==> config.mk <==
export PLATFORM = sky130hd
export DESIGN_NAME = fwpcf_core
export DESIGN_NICKNAME = d
export VERILOG_FILES = /design/src/rtl/fwpcf_pkg.sv /design/src/rtl/fwpcf_core.sv
export SDC_FILE = /design/constraint.sdc
export NUM_CORES = 1
export LEC_CHECK = 0
export ABC_AREA = 1
export BUFFER_PORTS_ARGS = -buffer_cell sky130_fd_sc_hd__buf_4
export CAP_MARGIN = 10
export CORE_MARGIN = 5
export CORE_UTILIZATION = 42
export CTS_CLUSTER_DIAMETER = 40
export DETAILED_ROUTE_END_ITERATION = 6
export PLACE_DENSITY = 0.65
export SLEW_MARGIN = 5
export SYNTH_ARGS = -nofsm -noshare
export SYNTH_HDL_FRONTEND = slang
export SYNTH_SLANG_ARGS = --single-unit
==> constraint.sdc <==
create_clock -name clk_in -period 4.8 [get_ports clk_in]
set_input_delay 0.48 -clock clk_in [delete_from_list [all_inputs] [get_ports clk_in]]
set_output_delay 0.48 -clock clk_in [all_outputs]
set_load 0.02 [all_outputs]
==> src/rtl/fwpcf_pkg.sv <==
package fwpcf_pkg;
   // array geometry
   localparam int          ADDR_W       = 22;
   localparam int          SPAN_W       = 23;
   localparam logic [22:0] ARRAY_BYTES  = 23'h400000;
   localparam logic [22:0] SECTOR_BYTES = 23'h001000;
   localparam logic [22:0] HALF_BLOCK   = 23'h008000;
   localparam logic [22:0] BLOCK_BYTES  = 23'h010000;
   localparam logic [22:0] BOT_SEC_BASE = 23'h000000;
   localparam logic [22:0] TOP_SEC_BASE = 23'h3F0000;
   // lock bits: 16 sectors of block 0, 16 of block 63, then blocks 1..62
   localparam int          NUM_LOCK     = 94;
   localparam logic [6:0]  TOP_SEC_IDX  = 7'h10;
   localparam logic [6:0]  MID_BLK_IDX  = 7'h20;
   localparam logic [5:0]  LAST_BLOCK   = 6'h3F;
   // framing
   localparam int          SYNC_STAGES  = 2;
   localparam logic [5:0]  OPCODE_BITS  = 6'h08;
   localparam logic [5:0]  ADDR_END     = 6'h20;
   localparam logic [5:0]  BITS_SAT     = 6'h3F;
   // opcodes
   localparam logic [7:0] OP_READ      = 8'h03;
   localparam logic [7:0] OP_FAST_READ = 8'h0B;
   localparam logic [7:0] OP_RD_SR1    = 8'h05;
   localparam logic [7:0] OP_RD_SR2    = 8'h35;
   localparam logic [7:0] OP_RD_SR3    = 8'h15;
   localparam logic [7:0] OP_RD_SFDP   = 8'h5A;
   localparam logic [7:0] OP_RD_SECR   = 8'h48;
   localparam logic [7:0] OP_RD_LOCK   = 8'h3D;
   localparam logic [7:0] OP_RD_JEDEC  = 8'h9F;
   localparam logic [7:0] OP_RD_MFID   = 8'h90;
   localparam logic [7:0] OP_RD_DEVID  = 8'hAB;
   localparam logic [7:0] OP_RD_UID    = 8'h4B;
   localparam logic [7:0] OP_PAGE_PROG = 8'h02;
   localparam logic [7:0] OP_ERASE_4K  = 8'h20;
   localparam logic [7:0] OP_ERASE_32K = 8'h52;
   localparam logic [7:0] OP_ERASE_64K = 8'hD8;
   localparam logic [7:0] OP_CHIP_ER_A = 8'hC7;
   localparam logic [7:0] OP_CHIP_ER_B = 8'h60;
   localparam logic [7:0] OP_LOCK_ONE  = 8'h36;
   localparam logic [7:0] OP_UNLK_ONE  = 8'h39;
   localparam logic [7:0] OP_LOCK_ALL  = 8'h7E;
   localparam logic [7:0] OP_UNLK_ALL  = 8'h98;
   typedef enum logic [1:0] {FWPCF_ACT_NONE, FWPCF_ACT_GO,
                             FWPCF_ACT_PROT, FWPCF_ACT_IGN} fwpcf_act_t;
endpackage

==> src/rtl/fwpcf_core.sv <==
// Functional notes
// - Complement, block granularity: 000 all protected, 111 none, else top/bottom 64KB<<(n-1) free for code n.
// - Complement, sector granularity: codes give 4/8/16/32KB free at top or bottom.
// - Erase or program touching any protected byte is discarded, array untouched.
// - Individual lock bits govern protection only when scheme select is one.
// - All individual lock bits are one after reset.
// - Chip select falling edge starts decoding a fresh instruction.
// - First eight bits after selection form the opcode.
// - Data sampled on link clock rising edge, most significant bit first.
// - Opcode followed by address, data or dummy bytes per opcode.
// - Chip select rising edge marks instruction completion.
// - Reads end cleanly on any bit count.
// - Write, program or erase ending off a byte boundary is ignored.
// - While busy only status register one read is accepted.
// - Scheme select zero: protection from complement, granularity, top/bottom and size code.
`timescale 1ns/100ps
`default_nettype none
module fwpcf_core
(
   // clock and reset
   input  wire  logic                      clk_in,
   input  wire  logic                      nrst_in,
   // serial link
   input  wire  logic                      spi_cs_n_in,
   input  wire  logic                      spi_clk_in,
   input  wire  logic                      serial_data_in_in,
   // protection fields
   input  wire  logic                      protect_scheme_select_in,
   input  wire  logic                      protect_complement_in,
   input  wire  logic                      granularity_select_in,
   input  wire  logic                      top_bottom_select_in,
   input  wire  logic [2:0]                protect_size_code_in,
   // array status
   input  wire  logic                      busy_in,
   // command results
   output logic                            op_go_out,
   output logic                            op_protect_reject_out,
   output logic                            op_ignore_out,
   output logic                            read_end_out,
   output logic [7:0]                      cmd_opcode_out,
   output logic [fwpcf_pkg::ADDR_W-1:0]    cmd_addr_out,
   output logic [fwpcf_pkg::NUM_LOCK-1:0]  lock_bits_out
);
   import fwpcf_pkg::*;

   logic [SYNC_STAGES-1:0] cs_sync_reg;
   logic [SYNC_STAGES-1:0] clk_sync_reg;
   logic [SYNC_STAGES-1:0] di_sync_reg;
   logic                   cs_last_reg;
   logic                   clk_last_reg;
   logic                   cs_fall;
   logic                   cs_rise;
   logic                   clk_rise;
   logic [5:0]             bit_cnt_reg;
   logic [2:0]             bit_mod_reg;
   logic [7:0]             shift_reg;
   logic [7:0]             opcode_reg;
   logic [ADDR_W-1:0]      addr_reg;
   logic [NUM_LOCK-1:0]    lock_reg;
   fwpcf_act_t             act_next;
   logic [SPAN_W-1:0]      rng_lo;
   logic [SPAN_W-1:0]      rng_hi;
   logic                   is_array_op;
   logic                   allowed;

   function automatic logic is_read(input logic [7:0] op);
      is_read = (op == OP_READ) || (op == OP_FAST_READ) || (op == OP_RD_SR1)
             || (op == OP_RD_SR2) || (op == OP_RD_SR3) || (op == OP_RD_SFDP)
             || (op == OP_RD_SECR) || (op == OP_RD_LOCK) || (op == OP_RD_JEDEC)
             || (op == OP_RD_MFID) || (op == OP_RD_DEVID) || (op == OP_RD_UID);
   endfunction

   function automatic logic needs_addr(input logic [7:0] op);
      needs_addr = (op == OP_PAGE_PROG) || (op == OP_ERASE_4K) || (op == OP_ERASE_32K)
                || (op == OP_ERASE_64K) || (op == OP_LOCK_ONE) || (op == OP_UNLK_ONE);
   endfunction

   // lock bit that covers a byte address
   function automatic logic [6:0] lock_index(input logic [ADDR_W-1:0] a);
      if (a[21:16] == 6'h00)
         lock_index = {3'h0, a[15:12]};
      else if (a[21:16] == LAST_BLOCK)
         lock_index = TOP_SEC_IDX + {3'h0, a[15:12]};
      else
         lock_index = MID_BLK_IDX + {1'b0, a[21:16]} - 7'h01;
   endfunction

   function automatic logic [SPAN_W-1:0] lock_lo(input int i);
      if (i < 16)
         lock_lo = BOT_SEC_BASE + SPAN_W'(i * 4096);
      else if (i < 32)
         lock_lo = TOP_SEC_BASE + SPAN_W'((i - 16) * 4096);
      else
         lock_lo = SPAN_W'((i - 31) * 65536);
   endfunction

   // size of the status-field region, zero when empty
   function automatic logic [SPAN_W-1:0] region_size(input logic sec, input logic [2:0] code);
      if (code == 3'h0)
         region_size = '0;
      else if (code == 3'h7)
         region_size = ARRAY_BYTES;
      else if (!sec)
         region_size = BLOCK_BYTES << (code - 3'h1);
      else if (code[2])
         region_size = HALF_BLOCK;
      else
         region_size = SECTOR_BYTES << (code[1:0] - 2'h1);
   endfunction

   // link sampling
   always_ff @(posedge clk_in or negedge nrst_in)
   begin
      if (!nrst_in)
      begin
         cs_sync_reg  <= '1;
         clk_sync_reg <= '0;
         di_sync_reg  <= '0;
         cs_last_reg  <= 1'b1;
         clk_last_reg <= 1'b0;
      end
      else
      begin
         cs_sync_reg  <= {cs_sync_reg[SYNC_STAGES-2:0], spi_cs_n_in};
         clk_sync_reg <= {clk_sync_reg[SYNC_STAGES-2:0], spi_clk_in};
         di_sync_reg  <= {di_sync_reg[SYNC_STAGES-2:0], serial_data_in_in};
         cs_last_reg  <= cs_sync_reg[SYNC_STAGES-1];
         clk_last_reg <= clk_sync_reg[SYNC_STAGES-1];
      end
   end

   assign cs_fall  = cs_last_reg && !cs_sync_reg[SYNC_STAGES-1];
   assign cs_rise  = !cs_last_reg && cs_sync_reg[SYNC_STAGES-1];
   assign clk_rise = !clk_last_reg && clk_sync_reg[SYNC_STAGES-1]
                  && !cs_sync_reg[SYNC_STAGES-1];

   // bit counting and shifting
   always_ff @(posedge clk_in or negedge nrst_in)
   begin
      if (!nrst_in)
      begin
         bit_cnt_reg <= '0;
         bit_mod_reg <= '0;
         shift_reg   <= '0;
         opcode_reg  <= '0;
         addr_reg    <= '0;
      end
      else if (cs_fall)
      begin
         bit_cnt_reg <= '0;
         bit_mod_reg <= '0;
         opcode_reg  <= '0;
         addr_reg    <= '0;
      end
      else if (clk_rise)
      begin
         shift_reg   <= {shift_reg[6:0], di_sync_reg[SYNC_STAGES-1]};
         bit_mod_reg <= bit_mod_reg + 3'h1;
         if (bit_cnt_reg != BITS_SAT)
            bit_cnt_reg <= bit_cnt_reg + 6'h01;
         if (bit_cnt_reg == OPCODE_BITS - 6'h01)
            opcode_reg <= {shift_reg[6:0], di_sync_reg[SYNC_STAGES-1]};
         else if (bit_cnt_reg >= OPCODE_BITS && bit_cnt_reg < ADDR_END)
            addr_reg <= {addr_reg[ADDR_W-2:0], di_sync_reg[SYNC_STAGES-1]};
      end
   end

   // range touched by the command, aligned to its erase or page size
   always_comb
   begin
      is_array_op = 1'b1;
      rng_lo      = {1'b0, addr_reg};
      rng_hi      = {1'b0, addr_reg};
      case (opcode_reg)
         OP_PAGE_PROG:
         begin
            rng_lo = {1'b0, addr_reg[21:8], 8'h00};
            rng_hi = {1'b0, addr_reg[21:8], 8'hFF};
         end
         OP_ERASE_4K:
         begin
            rng_lo = {1'b0, addr_reg[21:12], 12'h000};
            rng_hi = {1'b0, addr_reg[21:12], 12'hFFF};
         end
         OP_ERASE_32K:
         begin
            rng_lo = {1'b0, addr_reg[21:15], 15'h0000};
            rng_hi = {1'b0, addr_reg[21:15], 15'h7FFF};
         end
         OP_ERASE_64K:
         begin
            rng_lo = {1'b0, addr_reg[21:16], 16'h0000};
            rng_hi = {1'b0, addr_reg[21:16], 16'hFFFF};
         end
         OP_CHIP_ER_A, OP_CHIP_ER_B:
         begin
            rng_lo = '0;
            rng_hi = ARRAY_BYTES - 23'h000001;
         end
         default:
            is_array_op = 1'b0;
      endcase
   end

   // protection check over the whole range
   always_comb
   begin
      logic [SPAN_W-1:0] size;
      logic [SPAN_W-1:0] reg_lo;
      logic [SPAN_W-1:0] reg_hi;
      logic [SPAN_W-1:0] llo;
      size    = region_size(granularity_select_in, protect_size_code_in);
      reg_lo  = top_bottom_select_in ? '0 : ARRAY_BYTES - size;
      reg_hi  = top_bottom_select_in ? size - 23'h000001 : ARRAY_BYTES - 23'h000001;
      llo     = '0;
      allowed = 1'b1;
      if (protect_scheme_select_in)
      begin
         for (int i = 0; i < NUM_LOCK; i++)
         begin
            llo = lock_lo(i);
            if (lock_reg[i] && !(rng_hi < llo
                || rng_lo > llo + ((i < 32) ? SECTOR_BYTES : BLOCK_BYTES) - 23'h000001))
               allowed = 1'b0;
         end
      end
      else if (protect_complement_in)
         allowed = (size != '0) && (rng_lo >= reg_lo) && (rng_hi <= reg_hi);
      else
         allowed = (size == '0) || (rng_hi < reg_lo) || (rng_lo > reg_hi);
   end

   // decision at deselect
   always_comb
   begin
      act_next = FWPCF_ACT_NONE;
      if (cs_rise && bit_cnt_reg >= OPCODE_BITS)
      begin
         if (busy_in && opcode_reg != OP_RD_SR1)
            act_next = FWPCF_ACT_IGN;
         else if (is_read(opcode_reg))
            act_next = FWPCF_ACT_NONE;
         else if (bit_mod_reg != 3'h0)
            act_next = FWPCF_ACT_IGN;
         else if (needs_addr(opcode_reg) && bit_cnt_reg < ADDR_END)
            act_next = FWPCF_ACT_IGN;
         else if (is_array_op && !allowed)
            act_next = FWPCF_ACT_PROT;
         else
            act_next = FWPCF_ACT_GO;
      end
   end

   // result outputs
   always_ff @(posedge clk_in or negedge nrst_in)
   begin
      if (!nrst_in)
      begin
         op_go_out             <= 1'b0;
         op_protect_reject_out <= 1'b0;
         op_ignore_out         <= 1'b0;
         read_end_out          <= 1'b0;
         cmd_opcode_out        <= '0;
         cmd_addr_out          <= '0;
      end
      else
      begin
         op_go_out             <= (act_next == FWPCF_ACT_GO);
         op_protect_reject_out <= (act_next == FWPCF_ACT_PROT);
         op_ignore_out         <= (act_next == FWPCF_ACT_IGN);
         read_end_out          <= cs_rise && bit_cnt_reg >= OPCODE_BITS
                               && is_read(opcode_reg)
                               && !(busy_in && opcode_reg != OP_RD_SR1);
         if (cs_rise && bit_cnt_reg >= OPCODE_BITS)
         begin
            cmd_opcode_out <= opcode_reg;
            cmd_addr_out   <= addr_reg;
         end
      end
   end

   // individual lock bits
   always_ff @(posedge clk_in or negedge nrst_in)
   begin
      if (!nrst_in)
         lock_reg <= '1;
      else if (act_next == FWPCF_ACT_GO)
         case (opcode_reg)
            OP_LOCK_ONE: lock_reg[lock_index(addr_reg)] <= 1'b1;
            OP_UNLK_ONE: lock_reg[lock_index(addr_reg)] <= 1'b0;
            OP_LOCK_ALL: lock_reg <= '1;
            OP_UNLK_ALL: lock_reg <= '0;
            default:     lock_reg <= lock_reg;
         endcase
   end
   assign lock_bits_out = lock_reg;
endmodule
`default_nettype wire

Yosys cells after proc, flatten, opt, wreduce, memory -nomap -nowiden
Index checks and enable logic that the tools add are counted.
Widths: inputs -> output; s select.
{ "word_totals": {"output_inout_bits": 128, "regBits": 182, "word_cells": 1014} }
{ "op_classes": {"n_lt_le_gt_ge": 198, "eq_ne": 31, "n_shift": 2, "bitwise": 4, "mux": 228, "addsub": 197, "n_reduce_logical": 337} }
{ "ops": {"columns": ["cell", "count"], "rows": [
  ["$mux 23", 100],
  ["$gt 23x23->1", 95],
  ["$lt 23x23->1", 95],
  ["$sub 23x1->23 const B", 95],
  ["$add 23x17->23 const B", 62],
  ["$add 23x13->23 const B", 32],
  ["$pmux 94 s4", 1],
  ["$pmux 22 s5", 2],
  ["$logic_or 1x1->1", 112],
  ["$logic_and 1x1->1", 109],
  ["$logic_not 1->1", 99],
  ["$mux 1", 99],
  ["$and 94x94->94", 1],
  ["$not 94->94", 1],
  ["$or 94x94->94", 1],
  ["$mux 22", 4],
  ["$eq 8x7->1 const B", 6],
  ["$eq 8x8->1 const B", 6],
  ["$mux 7", 6],
  ["$eq 8x6->1 const B", 5],
  ["$mux 8", 3],
  ["$ge 23x23->1", 1],
  ["$le 23x23->1", 1],
  ["$logic_not 23->1", 1],
  ["other kinds (41)", 60]
]} }

Logic depth before layout (Yosys ltp)
{ "logic_depth": {"word_depth": 119, "depth_mapped": 31} }

Worst setup path after synthesis
OpenSTA, ideal clock, no wires.
{ "synth_timing": {"path_type": "input -> register", "from": "in protect_size_code_in[1]", "to": "reg lock_reg[20], in the netlist lock_bits_out[20]", "arrival_time_ps": 3778, "slack_ps": 960, "cell_stages": 30, "setup_time_ps": 62, "path_cell_list": "nor2_1 -> inv_1 -> ha_1 -> nor2_1 -> nand2_1 -> o21ai_0 -> nor2_1 -> o21ai_0 -> nand2_1 -> o21a_1 -> inv_1 -> nor2_1 -> ha_1 -> nand3_1 -> nor3_1 -> nand4_1 -> and2_1 -> nand2_1 -> nand3_1 -> nand2_1 -> inv_1 -> a21oi_1 -> nand3_1 -> nand2_1 -> a21oi_2 -> nand3_2 -> buf_2 -> buf_2 -> nand2_1 -> nand2_1"} }
{ "synth_via": {"elab_chain_cells": 23, "elab_cells_between_ends": 36} }
{ "synth_lines": {"columns": ["item", "line", "text"], "rows": [
  ["from (decl)", "fwpcf_core.sv:32", "input wire logic [2:0] protect_size_code_in,"],
  ["branches (longest 5 deep; another with $sub 3x1->3)", null, null],
  ["$mux 23 (*)", "fwpcf_core.sv:99", "if (code == 3'h0)"],
  ["$sub 23x23->23", "fwpcf_core.sv:213", "reg_lo = top_bottom_select_in ? '0 : ARRAY_BYTES - size;"],
  ["$mux 23", "fwpcf_core.sv:213", null],
  ["$lt 23x23->1 / $ge 23x23->1 (equally long branches)", "fwpcf_core.sv:230, fwpcf_core.sv:228", null],
  ["$logic_or 1x1->1 / $logic_and 1x1->1 (equally long branches) (2 in a row)", "fwpcf_core.sv:230, fwpcf_core.sv:228", null],
  ["$mux 1 (*)", "fwpcf_core.sv:227", "else if (protect_complement_in)"],
  ["$mux 1 (*)", "fwpcf_core.sv:217", "if (protect_scheme_select_in)"],
  ["[2 not listed]", null, null],
  ["$mux 2 (*)", "fwpcf_core.sv:247", "else if (is_array_op && !allowed)"],
  ["$mux 2 (*)", "fwpcf_core.sv:245", "else if (needs_addr(opcode_reg) && bit_cnt_reg < ADDR_END)"],
  ["$mux 2 (*)", "fwpcf_core.sv:243", "else if (bit_mod_reg != 3'h0)"],
  ["$mux 2 (*)", "fwpcf_core.sv:241", "else if (is_read(opcode_reg))"],
  ["$mux 2 (*)", "fwpcf_core.sv:239", "if (busy_in && opcode_reg != OP_RD_SR1)"],
  ["$mux 2 (*)", "fwpcf_core.sv:237", "if (cs_rise && bit_cnt_reg >= OPCODE_BITS)"],
  ["$eq 2x1->1 (*)", "fwpcf_core.sv:287", "else if (act_next == FWPCF_ACT_GO)"],
  ["$reduce_and 2->1 (no source line) (*)", null, null],
  ["to (signal assigned)", "fwpcf_core.sv:293", "default: lock_reg <= lock_reg;"],
  ["to (decl)", "fwpcf_core.sv:59", "logic [NUM_LOCK-1:0] lock_reg;"]
]} }
Mark *: on every way between the ends.
A chain may end at the register's enable or synchronous reset.

Worst setup path in the final report
{ "layout_timing": {"from": "reg opcode_reg[5]", "to": "reg lock_reg[16], in the netlist lock_bits_out[16]"} }
{ "layout_via": {"elab_chain_cells": 112, "elab_cells_between_ends": 632} }
{ "layout_lines": {"columns": ["item", "line", "text"], "rows": [
  ["from (decl)", "fwpcf_core.sv:57", "logic [7:0] opcode_reg;"],
  ["from (signal assigned)", "fwpcf_core.sv:162", "opcode_reg <= {shift_reg[6:0], di_sync_reg[SYNC_STAGES-1]};"],
  ["$eq 8x8->1 / $eq 8x7->1 (equally long branches)", "fwpcf_core.sv:174", "case (opcode_reg)"],
  ["$reduce_or 2->1", "fwpcf_core.sv:174", null],
  ["$pmux 22 s5", "fwpcf_core.sv:174", null],
  ["$lt 23x23->1 / $gt 23x23->1 (equally long branches)", "fwpcf_core.sv:222, fwpcf_core.sv:223", null],
  ["$logic_or 1x1->1", "fwpcf_core.sv:223", "|| rng_lo > llo + ((i < 32) ? SECTOR_BYTES : BLOCK_BYTES) - 23'h000001))"],
  ["$logic_not 1->1", "fwpcf_core.sv:222", "if (lock_reg[i] && !(rng_hi < llo"],
  ["$logic_and 1x1->1", "fwpcf_core.sv:222", null],
  ["$mux 1 (94 in a row)", "fwpcf_core.sv:222", null],
  ["[3 not listed]", null, null],
  ["$mux 2", "fwpcf_core.sv:247", null],
  ["$mux 2", "fwpcf_core.sv:245", null],
  ["$mux 2", "fwpcf_core.sv:243", null],
  ["$mux 2", "fwpcf_core.sv:241", null],
  ["$mux 2", "fwpcf_core.sv:239", null],
  ["$mux 2", "fwpcf_core.sv:237", null],
  ["$eq 2x1->1", "fwpcf_core.sv:287", null],
  ["$reduce_and 2->1 (no source line)", null, null]
]} }
Several ways; a longest one is shown, not always the timed one.

==> metrics.txt <==
first-pass GRT wire length=86.8 mm; Synth Cell Area=13700 µm²; register area share after synthesis=34.2%; DRT iter0 DRCs=1633; CP Data Required Time=5.20 ns; worst hold slack=0.0661 ns; multi-input logic area=7900 µm²; TritonCTS clock tree=yes; die area=36300 µm²; Worst-Skew Late Latency=0.46 ns; maximum clock rate=0.235 GHz; GRT overflow=0; clk root buf=clkbuf_16; main combinational cell family by area after synthesis=simple AND/OR/NAND/NOR gates; Post-DRT Antenna Nets=0; Critical Path AT=4.66 ns; number of fill cells=3335; NumNets Final=2254; DPL Wire Length=40.8 mm; Post-Syn Instances=2082; M3 GR Usage=6.02%; synthesized net count=2144; post-synthesis mux area share=0%; unrepaired setup endpoints after global routing=false; number of synthesized flops with an enable pin=0; Worst setup SP type=flip-flop; clock-pin slew on the worst setup and hold paths=0.07 ns; worst-margin pin slew=1.13 ns; # placed instances=2615; pwr dens=203 nW/µm²; Yosys top cell by area=dfstp_2; Post-DP Area=15500 µm²; Crit. End Element=flip-flop; vias in the first global route=14781; M1 GR Usage=42.5%; fin crit period=4.25 ns; final instance area=16100 µm²; static leakage=7.82 nW; drt total wl=55.5 mm; Worst Path Buf+Inv=6; period utilization=88.6%; Setup CP Type=reg -> reg; Die H=190 µm; commonest non-fill, non-tap cells in the layout=nand2_1 (576), a21oi_1 (211), buf_4 (202), nor2_1 (193), o21ai_0 (193); Setup violations, final=0; grt peak-use layer=met2; clk buf depth=2; hold_buf cts=0; Slew Limit Fails=0; largest delay contributor family on the critical path=simple AND/OR/NAND/NOR gates; most common cell after layout, fill and taps aside=nand2_1; Reg area=4680 µm²; final std cells w/o fill=2648; initial antenna violation count=1; Via-to-Cell Ratio=5.84; CTS Sinks=182; initial core utilization=42.2%; postcts setup bufs=0; top cell type's share of synthesized area=18.6%; Max-slew headroom=24.3%; via count=15469; status=finished, final reports clean; Synth Area in XOR/XNOR=0.192%; DRT Pass-1 Iters=6; io pins=141; routability cong.=0.996; peak supply drop=0.249 mV; TNS Setup=0 ns; worst hold-check path type=in -> async; GR Util met2=47.4%; DRC Markers=0; Area Overhead vs Synth=17.9%; post-CTS sizing=0; top_reg_cell synth=dfstp_2; routed len/inst=21.0 µm; Critical Path Slowest Stage Cell=dfrtp_1; Die Width=190 µm; port bufs=140; Synth Area per Inst=6.57 µm²; simple-gate share of the synthesized area=33.9%; clock skew=0.00861 ns; Core ar.=32400 µm²; H-tree levels=4; CTS buffer count=17; row cnt=66; fraction of registers with async set/reset=100%; max_cap viols=0; pin count of the biggest net entering global routing=95; synth unique cells=46; max reg flops=94; dominant cells by area after synthesis=dfstp_2 (19%), nand2_1 (16%), dfrtp_1 (16%); layout cells sized above 1=17.7%; final hold violation count=0; CP max FO=44; Largest stage delay, worst path=0.40 ns; Compound-Gate Fraction of Synth Area=18.9%; Synth Area in Adders=4.49%; overall routing resource usage=30.4%; Crit path top cell by count=nand2_1; #FFs+latches synth=182; Final Core Density=49.8%; YS warnings=0
stage by stage:
step,worst slack [ns],power [W]
2_1_floorplan,0.960,0.00175
3_3_place_gp,0.140,0.00186
3_5_place_dp,0.0601,0.00186
4_1_cts,0.522,0.00330
5_1_grt,0.0647,0.00340
6_report,0.546,0.00327
power by group:
part | switching, W | internal [W] | total, W
clock | 0.000673 | 0.000764 | 0.00144
combinational | 0.000180 | 0.0000787 | 0.000259
sequential | 0.0000163 | 0.00156 | 0.00158
total | 0.000869 | 0.00241 | 0.00327
per-layer routing:
metal  part of all wire [%]  vias to the layer above  wire length (µm)
met5                      0                        -                 0
met4                    3.2                        0              1750
met3                    8.1                       99              4510
met2                     45                      720             25000
met1                     44                     7367             24200
li1                       -                     7283                 -
logic make-up after synthesis:
group           Yosys count
compound gates          482
buf+inv                 292
flops                   182
simple gates           1074
xor+xnor                  3
fa+ha+maj                49
Yosys cell counts, types with 2 or more instances:
| cell | count |
|---|---|
| ha_1 | 49 |
| a221oi_1 | 3 |
| o21ai_1 | 15 |
| nor2_2 | 8 |
| a31oi_1 | 3 |
| inv_2 | 18 |
| o2111ai_1 | 13 |
| o31ai_1 | 4 |
| inv_1 | 146 |
| xor2_1 | 2 |
| dfrtp_1 | 85 |
| nor3_1 | 20 |
| dfstp_2 | 97 |
| a21oi_1 | 212 |
| o41ai_1 | 2 |
| and2_1 | 3 |
| buf_2 | 22 |
| nor2_4 | 3 |
| buf_1 | 6 |
| a211oi_1 | 4 |
| nand2_2 | 5 |
| nor2_1 | 195 |
| o22ai_1 | 13 |
| nand4_1 | 136 |
| buf_4 | 2 |
| o211ai_1 | 10 |
| clkinv_1 | 4 |
| nand3_2 | 2 |
| nand3_1 | 121 |
| a21o_1 | 3 |
| nand2_1 | 577 |
| clkbuf_1 | 93 |
| o21ai_0 | 193 |
final timing paths:
kind                                         from           endpoint  slack (ns)  depth (start not counted)
worst max-delay path                opcode_reg[5]  lock_bits_out[16]        0.55                         27
worst min-delay path                      nrst_in       shift_reg[4]        0.07                          1
worst max register to register      opcode_reg[5]  lock_bits_out[16]        0.55                         27
worst min register to register     di_sync_reg[0]     di_sync_reg[1]        0.35                          0
max in group asynchronous                 nrst_in  lock_bits_out[76]        3.74                          2
min in group clk_in             serial_data_in_in     di_sync_reg[0]        0.13                          1
cell type report:
cell class	count	area share [%]
diodes	1	0.0155
clock buffers	20	2.90
clock inverters	12	0.699
inverters	168	3.91
multi-input cells	1608	49.0
flip-flops and latches	182	29.0
well taps	442	3.43
repair buffers	215	11.0
Power figures use the tool's default switching activity.
